[src/verilog/drive_params.svh]
`ifndef DRIVE_PARAMS_SVH
`define DRIVE_PARAMS_SVH

// Parameter addresses
`define ADDR_CMD_SOURCE   16'h0502
`define ADDR_ENC_PRESET   16'h052C
`define ADDR_CTRL_WORD    16'h1B02
`define ADDR_STATUS_WORD  16'h1B04
`define ADDR_OPMODE       16'h1B06

// Control word fields
`define CW_SWITCH_ON      0
`define CW_ENABLE_VOLTAGE 1
`define CW_QUICK_STOP     2
`define CW_ENABLE_OP      3
`define CW_MODE_LO        4
`define CW_MODE_HI        6
`define CW_FAULT_RESET    7
`define CW_HALT           8
`define CW_USED_MASK      16'h01FF

// Status word fields
`define SW_VOLTAGE        4
`define SW_WARNING        7
`define SW_HALT           8
`define SW_REMOTE         9
`define SW_TARGET         10
`define SW_MODE_SPEC      12
`define SW_POS_ERR        13
`define SW_REF_OK         15

// Reset values
`define CTRL_RST          16'h0000
`define OPMODE_RST        16'h0000
`define CMD_SRC_RST       2'h0
`define PRESET_RST        32'h00000000

// Encoder geometry
`define POS_PER_REV       32'h00004000
`define MULTI_TURNS       32'h00001000

// Wait before power may be removed after a preset write
`define PERSIST_WAIT_MS   1000
`define CLK_PERIOD_NS     4
`define PERSIST_WAIT_CYC  (`PERSIST_WAIT_MS * 1000000 / `CLK_PERIOD_NS)

`endif

[src/verilog/drive_pkg.sv]
package drive_pkg;

  // Operating mode codes, two's complement
  typedef enum logic [15:0] {
    OPM_NONE        = 16'h0000,
    OPM_PROFILE_POS = 16'h0001,
    OPM_PROFILE_VEL = 16'h0003,
    OPM_HOMING      = 16'h0006,
    OPM_JOG         = 16'hFFFF,
    OPM_GEAR        = 16'hFFFE,
    OPM_CURRENT     = 16'hFFFD,
    OPM_SPEED       = 16'hFFFC,
    OPM_OSCILLATOR  = 16'hFFF9
  } op_mode_e;

  // Command source selector codes
  typedef enum logic [1:0] {
    SRC_UNDEFINED = 2'b00,
    SRC_LOCAL_IO  = 2'b01,
    SRC_CANOPEN   = 2'b10,
    SRC_MODBUS    = 2'b11
  } cmd_source_e;

endpackage

[src/verilog/drive_control_param_bank.sv]
`timescale 1ns/1ns
`include "drive_params.svh"
module drive_control_param_bank #(
  parameter int unsigned PERSIST_WAIT = `PERSIST_WAIT_CYC
) (
  // Clock and reset
  input  wire logic                       mclk,
  input  wire logic                       sys_rst,
  input  wire logic                       warm_restart,
  // Parameter access port
  input  wire logic [15:0]                param_addr,
  input  wire logic                       param_wr,
  input  wire logic                       param_rd,
  input  wire logic [31:0]                param_wdata,
  output logic      [31:0]                param_rdata,
  output logic                            param_ack,
  output logic                            param_err,
  // Drive state inputs
  input  wire logic                       multi_turn_sensor,
  input  wire logic [5:0]                 drive_state_bits,
  input  wire logic                       voltage_enabled,
  input  wire logic                       warning,
  input  wire logic                       remote,
  input  wire logic                       target_reached,
  input  wire logic                       mode_status,
  input  wire logic                       position_error,
  input  wire logic                       reference_valid,
  // Decoded control outputs
  output logic                            switch_on,
  output logic                            enable_voltage,
  output logic                            quick_stop,
  output logic                            enable_operation,
  output logic      [2:0]                 mode_ctrl,
  output logic                            fault_reset,
  output logic                            halt,
  output drive_pkg::op_mode_e             op_mode,
  output drive_pkg::cmd_source_e          cmd_source,
  output logic      [31:0]                enc_preset_active,
  output logic      [13:0]                index_offset,
  output logic                            persist_busy
);
  import drive_pkg::*;

  logic [15:0]  ctrl_r;
  logic [15:0]  status_r;
  cmd_source_e  cmd_src_sto_r;
  logic [31:0]  preset_pend_r;
  logic [31:0]  preset_commit_r;
  logic         persist_done;
  logic         wr_ctrl;
  logic         wr_mode;
  logic         wr_src;
  logic         wr_preset;
  logic         wr_status;
  logic         mapped;
  logic         accept;

  // Accepted operating mode codes
  function automatic logic mode_ok(input logic [15:0] code);
    case (code)
      OPM_PROFILE_POS, OPM_PROFILE_VEL, OPM_HOMING, OPM_JOG, OPM_GEAR,
      OPM_CURRENT, OPM_SPEED, OPM_OSCILLATOR: mode_ok = 1'b1;
      default:                                mode_ok = 1'b0;
    endcase
  endfunction

  // Highest preset value for the fitted sensor
  function automatic logic [31:0] preset_max(input logic multi);
    preset_max = multi ? (`MULTI_TURNS * `POS_PER_REV) - 32'h00000001
                       : `POS_PER_REV - 32'h00000001;
  endfunction

  // Address decode; writes during a restart are refused, reads are still answered
  assign accept    = param_wr && !warm_restart;
  assign wr_ctrl   = accept && param_addr == `ADDR_CTRL_WORD;
  assign wr_mode   = accept && param_addr == `ADDR_OPMODE && mode_ok(param_wdata[15:0]);
  assign wr_src    = accept && param_addr == `ADDR_CMD_SOURCE && param_wdata[15:2] == 14'h0000;
  assign wr_preset = accept && param_addr == `ADDR_ENC_PRESET
                     && param_wdata <= preset_max(multi_turn_sensor);
  assign wr_status = param_wr && param_addr == `ADDR_STATUS_WORD;
  assign mapped    = param_addr == `ADDR_CTRL_WORD || param_addr == `ADDR_OPMODE
                     || param_addr == `ADDR_CMD_SOURCE || param_addr == `ADDR_ENC_PRESET
                     || param_addr == `ADDR_STATUS_WORD;

  // Control word; reserved bits are forced to zero whatever the master sends
  always_ff @(posedge mclk) begin
    if (sys_rst || warm_restart) begin
      ctrl_r <= `CTRL_RST;
    end else if (wr_ctrl) begin
      ctrl_r <= param_wdata[15:0] & `CW_USED_MASK;
    end
  end

  assign switch_on        = ctrl_r[`CW_SWITCH_ON];
  assign enable_voltage   = ctrl_r[`CW_ENABLE_VOLTAGE];
  assign quick_stop       = ctrl_r[`CW_QUICK_STOP];
  assign enable_operation = ctrl_r[`CW_ENABLE_OP];
  assign mode_ctrl        = ctrl_r[`CW_MODE_HI:`CW_MODE_LO];
  assign fault_reset      = ctrl_r[`CW_FAULT_RESET];
  assign halt             = ctrl_r[`CW_HALT];

  // Operating mode; unknown codes leave the previous mode in force
  always_ff @(posedge mclk) begin
    if (sys_rst || warm_restart) begin
      op_mode <= op_mode_e'(`OPMODE_RST);
    end else if (wr_mode) begin
      op_mode <= op_mode_e'(param_wdata[15:0]);
    end
  end

  // Status word sampled each cycle; writes never reach it
  always_ff @(posedge mclk) begin
    if (sys_rst) begin
      status_r <= 16'h0000;
    end else begin
      status_r <= {reference_valid, 1'b0, position_error, mode_status, 1'b0,
                   target_reached, remote, ctrl_r[`CW_HALT], warning,
                   drive_state_bits[5:4], voltage_enabled, drive_state_bits[3:0]};
    end
  end

  // Command source: stored copy is persistent, active copy is loaded at power-on
  always_ff @(posedge mclk) begin
    if (sys_rst) begin
      cmd_src_sto_r <= cmd_source_e'(`CMD_SRC_RST);
      cmd_source    <= cmd_source_e'(`CMD_SRC_RST);
    end else if (warm_restart) begin
      cmd_source    <= cmd_src_sto_r;
    end else if (wr_src) begin
      cmd_src_sto_r <= cmd_source_e'(param_wdata[1:0]);
      if (cmd_source == SRC_UNDEFINED) begin
        cmd_source  <= cmd_source_e'(param_wdata[1:0]);
      end
    end
  end

  // Preset only counts as stored once the persist wait has run out
  always_ff @(posedge mclk) begin
    if (sys_rst) begin
      preset_pend_r     <= `PRESET_RST;
      preset_commit_r   <= `PRESET_RST;
      enc_preset_active <= `PRESET_RST;
    end else if (warm_restart) begin
      preset_pend_r     <= preset_commit_r;
      enc_preset_active <= preset_commit_r;
    end else begin
      if (wr_preset) begin
        preset_pend_r   <= param_wdata;
      end
      if (persist_done) begin
        preset_commit_r <= preset_pend_r;
      end
    end
  end

  // Index pulse position follows the active preset within one revolution
  always_ff @(posedge mclk) begin
    if (sys_rst) begin
      index_offset <= 14'h0000;
    end else begin
      index_offset <= enc_preset_active[13:0];
    end
  end

  persist_timer #(
    .WAIT_CYC (PERSIST_WAIT)
  ) u_persist (
    .mclk    (mclk),
    .sys_rst (sys_rst),
    .start   (wr_preset),
    .abort   (warm_restart),
    .busy    (persist_busy),
    .done    (persist_done)
  );

  // Answer one cycle after every access; refused or unmapped ones flag an error
  always_ff @(posedge mclk) begin
    if (sys_rst) begin
      param_ack   <= 1'b0;
      param_err   <= 1'b0;
      param_rdata <= 32'h00000000;
    end else begin
      param_ack   <= param_wr || param_rd;
      param_err   <= (param_wr && !(wr_ctrl || wr_mode || wr_src || wr_preset))
                     || (param_rd && !mapped);
      param_rdata <= 32'h00000000;
      if (param_rd) begin
        case (param_addr)
          `ADDR_CTRL_WORD:   param_rdata <= {16'h0000, ctrl_r};
          `ADDR_OPMODE:      param_rdata <= {16'h0000, 16'(op_mode)};
          `ADDR_STATUS_WORD: param_rdata <= {16'h0000, status_r};
          `ADDR_CMD_SOURCE:  param_rdata <= {30'h00000000, 2'(cmd_src_sto_r)};
          `ADDR_ENC_PRESET:  param_rdata <= preset_pend_r;
          default:           param_rdata <= 32'h00000000;
        endcase
      end
    end
  end

  AST_CTRL_RSVD_ZERO: assert property (@(posedge mclk) disable iff (sys_rst)
    ctrl_r[15:9] == 7'h00) else $error("reserved control bits set");
  AST_OPMODE_REJECT: assert property (@(posedge mclk) disable iff (sys_rst)
    param_wr && !warm_restart && param_addr == `ADDR_OPMODE && !mode_ok(param_wdata[15:0])
    |=> $stable(op_mode) && param_err) else $error("invalid mode code accepted");
  AST_STATUS_MAP: assert property (@(posedge mclk) disable iff (sys_rst)
    ##1 status_r[`SW_VOLTAGE] == $past(voltage_enabled) && status_r[`SW_TARGET] == $past(target_reached)
    && status_r[`SW_HALT] == $past(ctrl_r[`CW_HALT])) else $error("status flags misplaced");
  AST_STATUS_FLAGS: assert property (@(posedge mclk) disable iff (sys_rst)
    ##1 status_r[`SW_POS_ERR] == $past(position_error) && status_r[`SW_REF_OK] == $past(reference_valid)
    && !status_r[11]) else $error("status error flags misplaced");
  AST_SRC_DEFERRED: assert property (@(posedge mclk) disable iff (sys_rst)
    wr_src && cmd_source != SRC_UNDEFINED |=> $stable(cmd_source)) else $error("source changed early");
  AST_SRC_FIRST_SETUP: assert property (@(posedge mclk) disable iff (sys_rst)
    wr_src && cmd_source == SRC_UNDEFINED |=> cmd_source == $past(param_wdata[1:0]))
    else $error("first setup source not applied");
  AST_PRESET_RANGE: assert property (@(posedge mclk) disable iff (sys_rst)
    param_wr && !warm_restart && param_addr == `ADDR_ENC_PRESET && !multi_turn_sensor
    && param_wdata[31:14] != 18'h00000 |=> $stable(preset_pend_r) && param_err)
    else $error("preset above one revolution accepted");
  AST_PRESET_DEFERRED: assert property (@(posedge mclk) disable iff (sys_rst)
    !warm_restart |=> $stable(enc_preset_active)) else $error("preset active without restart");
  AST_INDEX_MOVES: assert property (@(posedge mclk) disable iff (sys_rst)
    warm_restart |-> ##2 index_offset == $past(preset_commit_r[13:0], 2))
    else $error("index pulse did not follow preset");
  AST_STATUS_RO: assert property (@(posedge mclk) disable iff (sys_rst)
    wr_status |=> param_ack && param_err) else $error("status write not refused");

  COV_FIRST_SETUP: cover property (@(posedge mclk) wr_src && cmd_source == SRC_UNDEFINED);
  COV_PRESET_WRITE: cover property (@(posedge mclk) wr_preset && multi_turn_sensor);
  COV_RESTART_BUSY: cover property (@(posedge mclk) warm_restart && persist_busy);
  COV_MODE_OSC: cover property (@(posedge mclk) wr_mode && param_wdata[15:0] == OPM_OSCILLATOR);

endmodule

[src/verilog/persist_timer.sv]
`timescale 1ns/1ns
// Holds busy for WAIT_CYC cycles after start; done pulses as the wait completes
module persist_timer #(
  parameter int unsigned WAIT_CYC = 250000000
) (
  // Clock and reset
  input  wire logic mclk,
  input  wire logic sys_rst,
  // Control
  input  wire logic start,
  input  wire logic abort,
  // Status
  output logic      busy,
  output logic      done
);

  localparam logic [27:0] LAST = 28'(WAIT_CYC - 1);

  logic [27:0] count_r;

  // A fresh start restarts the full wait so the newest value gets its whole second
  always_ff @(posedge mclk) begin
    if (sys_rst || abort) begin
      count_r <= 28'h0000000;
      busy    <= 1'b0;
      done    <= 1'b0;
    end else if (start) begin
      count_r <= 28'h0000000;
      busy    <= 1'b1;
      done    <= 1'b0;
    end else if (busy && count_r == LAST) begin
      busy    <= 1'b0;
      done    <= 1'b1;
    end else begin
      count_r <= busy ? count_r + 28'h0000001 : count_r;
      done    <= 1'b0;
    end
  end

  AST_DONE_ENDS_BUSY: assert property (@(posedge mclk) disable iff (sys_rst)
    done |-> !busy && $past(busy)) else $error("done without a preceding wait");

endmodule

[config.mk]
export PLATFORM = sky130hd
export DESIGN_NAME = drive_control_param_bank
export DESIGN_NICKNAME = d
export VERILOG_FILES = /design/src/verilog/drive_pkg.sv /design/src/verilog/drive_control_param_bank.sv /design/src/verilog/persist_timer.sv
export VERILOG_INCLUDE_DIRS = /design/src /design/src/verilog
export SDC_FILE = /design/constraint.sdc
export NUM_CORES = 1
export LEC_CHECK = 0
export BUFFER_PORTS_ARGS = -buffer_cell sky130_fd_sc_hd__clkbuf_2
export CAP_MARGIN = 10
export CORE_UTILIZATION = 55
export DETAILED_ROUTE_END_ITERATION = 10
export PLACE_DENSITY = 0.91
export SYNTH_ARGS = -nofsm -noshare
export SYNTH_HDL_FRONTEND = slang
export SYNTH_HIERARCHICAL = 1
export SYNTH_SLANG_ARGS = --single-unit
[constraint.sdc]
create_clock -name mclk -period 9.1 [get_ports mclk]
set_clock_uncertainty 0.2 [all_clocks]
set_input_delay 2.73 -clock mclk [delete_from_list [all_inputs] [get_ports mclk]]
set_output_delay 2.73 -clock mclk [all_outputs]
set_load 0.005 [all_outputs]
==> run_results.csv, run 1 <==
group,metric,value,unit
critical_path,worstSetupPathType,"in2reg",
critical_path,r2r_end,"u_persist/count_r[22]",
placed_design,post-dp-hpwl,14.34,mm
power_and_ir_drop,p_switching,0.0004055,W
sta,drv_slew,0,
placed_design,port_buffers,174,
grt,grtUsageTotal,0.2564,
detailed_routing,routed_wl,20.85,mm
critical_path,cp_slowest_stage_delay,760,ps
sta,min_period_over_period,0.6109,
critical_path,cp_slowest_cell,"or4_2",
cts,cts-root-buf,"clkbuf_16",
cts,path_clk_slew,60,ps
hold_path,hold_depth,2,
layout,final_cell_mix,"217 x dfxtp_1, 172 x clkbuf_2, 119 x nand2_1",
cts,clk_latency,490,ps
run_status,outcome,"complete, no violations",
cts,postCtsSetupBuffers,0,
synthesis,async_flop_share,0,
sta,timing.final.ws_setup,3541,ps
cts,cts_max_path_buffers,3,
placed_design,place.gp.congestion,0.8808,
sta,period_needed,5559,ps
cts,cts_resized,0,
critical_path,r2r_start,"u_persist/count_r[0]",
cts,cts.sinks,217,
synthesis,netlist_area,0.008428,mm²
sta,fmax,179.9,MHz
synthesis,yosys_warnings,6,
grt,grt_overflow,0,
die,die_h,125.8,µm
critical_path,critPathCaptureType,"register",
hold_path,hold_class,"reg2reg",
layout,final_core_util,0.6799,
die,core-area,0.01475,mm²
detailed_routing,ant_nets,0,
critical_path,r2r_slack,6730,ps
synthesis,synth_seq_cells,217,
synthesis,synth-edff-count,0,
power_and_ir_drop,combPwrFrac,0.042,
grt,antenna_found_initial,1,
synthesis,ys_seq_area_frac,0.5154,
sta,setup_tns,0,ps
hold_path,hold_end,"preset_commit_r[29]",
sta,rsz0062_at_grt,"false",
synthesis,synth.distinct_cells,58,
critical_path,critical-path-top-delay-family,"simple AND/OR/NAND/NOR gates",
die,io_pins,175,
cts,cts_made_buffers,22,
die,initial_core_util,0.5712,
critical_path,crit_required,9330,ps
power_and_ir_drop,p_seq_frac,0.511,
hold_path,min_from,"preset_commit_r[29]",
cts,cts_hold_buf,0,
detailed_routing,firstDrtPassIters,5,
grt,grt_pass1_vias,6605,
power_and_ir_drop,power_density,188.5,mW/mm²
run,drv_cap,0,
grt,grt_max_degree,95,
layout,antennaDiodeCount,0,
sta,slew_headroom,0.1846,
critical_path,crit_fanout,26,
sta,setup_viol,0,
critical_path,reg2reg_depth,6,
sta,finalHoldViolCount,0,
detailed_routing,wire_per_inst,16.77,µm
critical_path,cp_cell_sequence,"clkbuf_2, inv_1, ha_1, nand4_1, o221ai_1, a221oi_1, o2111ai_2, inv_1, or3_1, or4_2, nand2_1",
synthesis,synth_nets,976,
critical_path,critPathArrivalTime,5790,ps
die,dieWidth,125.8,µm
cts,cts_tree,"built",
detailed_routing,drt-vias-per-instance,5.738,
detailed_routing,drc,0,
power_and_ir_drop,ir_drop,0.0001406,V
power_and_ir_drop,p_clk_frac,0.446,
layout,nets,1126,
synthesis,syn_inst,896,
layout,layout-drive-gt1-share,0.2417,
power_and_ir_drop,p_int,0.001485,W
sta,worstMarginPinSlew,1215,ps
die,fp-row-count,44,
cts,h-tree-depth,1,
placed_design,pre_cts_ws,3114,ps
synthesis,synthFlopType,"dfxtp_1",
power_and_ir_drop,leakagePower,4.064,nW
layout,area_delta_synth_final,19.02,%
die,die-area,0.01582,mm²
synthesis,avgSynthCellArea,9.406,µm²
detailed_routing,vias,7132,
critical_path,crit_buf_inv,3,
layout,layout_commonest_cell,"dfxtp_1",
critical_path,cp-start-kind,"input port",
detailed_routing,drt_iter0_markers,734,
critical_path,crit_path_frequent_cell,"inv_1",
grt,grt_pass1_wl,33.06,mm
power_and_ir_drop,p_sw_frac,0.2145,
-- sequential cells by signal (all words and copies together), names as in the netlist --
signal             cells
cmd_source             2
cmd_src_sto_r          2
ctrl_r                 9
enc_preset_active     32
index_offset          14
op_mode               16
param_ack              1
param_err              1
param_rdata           32
preset_commit_r       32
preset_pend_r         32
status_r              14
u_persist/busy         1
u_persist/count_r     28
u_persist/done         1
-- power groups by stage --
stage / sequential (W) / clock, W / combinational [W]
6_report: 0.000967 / 0.000844 / 0.0000802
5_1_grt: 0.000967 / 0.000893 / 0.0000873
4_1_cts: 0.000966 / 0.000855 / 0.0000797
3_5_place_dp: 0.000987 / 0 / 0.0000791
3_3_place_gp: 0.000987 / 0 / 0.0000770
2_1_floorplan: 0.000984 / 0 / 0.0000476
-- cells by family (layout without fill, tap and decap cells) --
| kind of cell | Yosys count | after routing | synth area share |
|---|---|---|---|
| fa+ha+maj | 13 | 13 | 0.01930 |
| mux | 53 | 53 | 0.06295 |
| buf+inv | 79 | 242 | 0.04038 |
| flops | 217 | 217 | 0.5154 |
| xor+xnor | 18 | 18 | 0.01871 |
| simple gates | 352 | 352 | 0.2093 |
| compound gates | 164 | 164 | 0.1339 |
-- metrics by stage --
step	hold WS (ps)	total power, W	cell area, µm²	instances
floorplan	236.4	0.001032	8428	896
global placement	242.1	0.001064	9353	1206
detailed placement	247.5	0.001066	9353	1206
CTS	256.3	0.001901	10030	1243
global route	272.4	0.001948	10030	1243
finish	253.7	0.001891	10030	1243
-- final cells by class --
class / count / area (µm²)
Clock inverter: 3 / 21.27
Timing Repair Buffer: 181 / 925.9
Inverter: 24 / 90.09
Clock buffer: 34 / 656.9
Fill cell: 1171 / 4723
Multi-Input combinational cell: 600 / 3762
Sequential cell: 217 / 4344
Tap cell: 184 / 230.2
-- cell usage after synthesis, types with 6 or more instances --
library cell,count,area share
o221a_2,9,0.012
a21oi_1,75,0.045
xor2_1,7,0.0073
o221a_1,7,0.0094
a21oi_2,10,0.010
clkbuf_1,39,0.017
nand3_1,15,0.0089
a211oi_1,11,0.0098
nor3_1,13,0.0077
nor2_1,84,0.037
a222oi_1,7,0.0083
nand2_1,119,0.053
xnor2_1,11,0.011
nand2b_1,9,0.0067
and3_1,21,0.016
inv_1,23,0.010
ha_1,13,0.019
a22oi_1,18,0.016
dfxtp_1,217,0.52
nor2b_1,33,0.024
nand4_1,13,0.0096
nor4_1,11,0.0082
mux2i_1,53,0.063
o22ai_1,6,0.0045
-- how the worst max path moves through the flow --
stage	start	end	slack [ps]	cells after the start
floorplan	multi_turn_sensor	u_persist/count_r[3]	3310	13
global placement	multi_turn_sensor	u_persist/count_r[3]	3150	11
detailed placement	multi_turn_sensor	u_persist/count_r[5]	3110	11
CTS	multi_turn_sensor	u_persist/count_r[5]	3600	11
global route	multi_turn_sensor	u_persist/count_r[5]	3390	11
finish	multi_turn_sensor	u_persist/count_r[5]	3540	11
-- worst reg2reg max path, cell delays in order, from the launching register on --
cell	delay [ps]
dfxtp_1	370
ha_1	220
nand4_1	240
nor4b_2	760
nand4_1	200
xor2_1	180
nor2_1	60
-- metal layers --
layer / global-route usage / share of wire
met5: 0 / 0.00062
met1: 0.3344 / 0.43
met2: 0.4088 / 0.46
met3: 0.05438 / 0.077
met4: 0.1184 / 0.034
Note: power is estimated with default switching activity, not from simulation.
==> run 2, diff against run 1 <==
--- a/config.mk
+++ b/config.mk
@@ -8,9 +8,9 @@
 export LEC_CHECK = 0
 export BUFFER_PORTS_ARGS = -buffer_cell sky130_fd_sc_hd__clkbuf_2
 export CAP_MARGIN = 10
-export CORE_UTILIZATION = 55
+export CORE_UTILIZATION = 49
 export DETAILED_ROUTE_END_ITERATION = 10
-export PLACE_DENSITY = 0.91
+export PLACE_DENSITY = 0.86
 export SYNTH_ARGS = -nofsm -noshare
 export SYNTH_HDL_FRONTEND = slang
 export SYNTH_HIERARCHICAL = 1
==> constraint.sdc (replaced) <==
create_clock -name mclk -period 4.8 [get_ports mclk]
set_clock_uncertainty 0.2 [all_clocks]
set_input_delay 1.44 -clock mclk [delete_from_list [all_inputs] [get_ports mclk]]
set_output_delay 1.44 -clock mclk [all_outputs]
set_load 0.005 [all_outputs]
==> run 2 against run 1 <==
  * Routed wire length up 2.0%
  * Highest routed layer is now met4
  * Flip-flop and latch count unchanged
  * Via count up 0.74%
  * Setup slack worse by 2600 ps
  * Clock power up 120%
  * Clock-buffer cell count down 1
  * Global-route usage down 1.9 points
  * Combinational power up 95%
==> run_results.csv, run 2 (synthesis gave the netlist of run 1 again) <==
group,metric,value,unit
die,fp-row-count,47,
sta,timing.final.ws_setup,976.0,ps
layout,final_core_util,0.6131,
critical_path,r2r_start,"u_persist/count_r[0]",
critical_path,worstSetupPathType,"in2reg",
run,drv_cap,0,
power_and_ir_drop,leakagePower,4.153,nW
hold_path,hold_end,"preset_commit_r[28]",
power_and_ir_drop,p_sw_frac,0.2145,
cts,cts_tree,"built",
cts,cts_made_buffers,23,
placed_design,post-dp-hpwl,14.51,mm
grt,grt_overflow,0,
detailed_routing,firstDrtPassIters,6,
sta,setup_tns,0,ps
power_and_ir_drop,p_clk_frac,0.477,
cts,cts-root-buf,"clkbuf_16",
critical_path,cp_slowest_cell,"or4_2",
run_status,outcome,"complete, no violations",
sta,slew_headroom,0.4334,
hold_path,min_from,"preset_commit_r[28]",
power_and_ir_drop,combPwrFrac,0.041,
die,core-area,0.01670,mm²
cts,cts_resized,0,
detailed_routing,vias,7185,
grt,grt_max_degree,82,
placed_design,port_buffers,174,
critical_path,critical-path-top-delay-family,"simple AND/OR/NAND/NOR gates",
die,die-area,0.01773,mm²
sta,min_period_over_period,0.7967,
sta,rsz0062_at_grt,"false",
critical_path,crit_buf_inv,3,
placed_design,place.gp.congestion,0.8961,
detailed_routing,drc,0,
layout,nets,1134,
critical_path,cp_cell_sequence,"clkbuf_2, inv_1, ha_1, nand4_1, o221ai_1, a221oi_1, o2111ai_4, inv_1, or3_1, or4_2, nand2_1",
placed_design,pre_cts_ws,463.8,ps
power_and_ir_drop,p_total,0.003804,W
power_and_ir_drop,p_switching,0.0008158,W
sta,fmax,261.5,MHz
hold_path,hold_depth,2,
power_and_ir_drop,p_seq_frac,0.482,
power_and_ir_drop,ir_drop,0.0002431,V
die,io_pins,175,
critical_path,crit_required,5050,ps
critical_path,r2r_end,"u_persist/count_r[22]",
cts,clk_latency,510,ps
placed_design,place_area,0.009462,mm²
critical_path,crit_path_frequent_cell,"inv_1",
grt,grt_pass1_vias,6526,
detailed_routing,drt-vias-per-instance,5.574,
layout,final_area,0.01024,mm²
sta,period_needed,3824,ps
cts,cts_max_path_buffers,3,
hold_path,hold_class,"reg2reg",
sta,worstMarginPinSlew,849.9,ps
grt,antenna_found_initial,0,
critical_path,critPathCaptureType,"register",
critical_path,cp-start-kind,"input port",
detailed_routing,wire_per_inst,16.49,µm
detailed_routing,drt_iter0_markers,554,
cts,cts.sinks,217,
critical_path,reg2reg_depth,6,
cts,h-tree-depth,1,
sta,setup_viol,0,
critical_path,crit_fanout,12,
layout,final_cell_mix,"217 x dfxtp_1, 172 x clkbuf_2, 119 x nand2_1",
critical_path,critPathArrivalTime,4070,ps
power_and_ir_drop,power_density,371.5,mW/mm²
cts,postCtsSetupBuffers,0,
sta,finalHoldViolCount,0,
layout,area_delta_synth_final,21.50,%
die,dieWidth,133.2,µm
detailed_routing,ant_nets,0,
layout,antennaDiodeCount,0,
die,initial_core_util,0.5046,
critical_path,r2r_slack,2440,ps
die,die_h,133.2,µm
layout,layout-drive-gt1-share,0.2498,
cts,cts_hold_buf,0,
sta,drv_slew,0,
power_and_ir_drop,p_int,0.002988,W
layout,fillers,1402,
detailed_routing,routed_wl,21.26,mm
grt,grtUsageTotal,0.2370,
cts,path_clk_slew,60,ps
grt,grt_pass1_wl,34.12,mm
layout,layout_commonest_cell,"dfxtp_1",
critical_path,cp_slowest_stage_delay,650,ps
[run 2: cell types whose count changed in the layout (fill, tap and decap cells not counted)]
cell,previous run,this run
o2111ai_4,0,1
inv_16,0,1
o2111ai_2,1,0
bufinv_16,0,3
clkinv_2,1,3
clkbuf_1,7,6
inv_6,1,0
clkinvlp_4,1,0
buf_4,8,15
[run 2: power by group through the flow]
stage	Clock, W	Sequential (W)	Combinational, W
after global routing	0.00192	0.00183	0.000171
final	0.00182	0.00183	0.000156
after global placement	0	0.00187	0.000151
after detailed placement	0	0.00187	0.000154
after CTS	0.00184	0.00183	0.000155
after floorplan	0	0.00187	0.0000902
[run 2: final cells by class]
cell class | count | area (µm²) | area share
timing repair buffer | 188 | 978.4 | 0.09555
clock inverter | 7 | 125.1 | 0.01222
clock buffer | 33 | 653.1 | 0.06378
tap | 220 | 275.3 | 0.02688
multi-input combinational | 600 | 3774 | 0.3685
inverter | 24 | 90.09 | 0.008798
sequential | 217 | 4344 | 0.4242
[run 2: metal layers]
layer	track usage	share of wire	wire length (µm)
met4	0.1029	0.035	747
met5	0	0	0
met1	0.3287	0.44	9407
met3	0.04033	0.073	1558
met2	0.3633	0.45	9544
[run 2: how the worst max path moves through the flow]
stage	startpoint	to	slack, ps	depth (start not counted)
final	multi_turn_sensor	u_persist/count_r[3]	980	11
after global routing	multi_turn_sensor	u_persist/count_r[3]	800	11
after CTS	multi_turn_sensor	u_persist/count_r[5]	980	11
after detailed placement	multi_turn_sensor	u_persist/count_r[5]	460	11
after global placement	multi_turn_sensor	u_persist/count_r[5]	520	11
after floorplan	multi_turn_sensor	u_persist/count_r[3]	300	13
[run 2: worst min-delay path, delay by kind of cell (launching register included)]
kind | cells | cell delay (ps)
flops | 1 | 310
simple gates | 1 | 50
compound gates | 1 | 50
[run 2: through the flow]
stage,instances,hold slack (ps)
after floorplan,896,236.4
after global placement,1249,242.2
after detailed placement,1249,248.2
after CTS,1289,255.7
after global routing,1289,271.8
final,1289,255.1
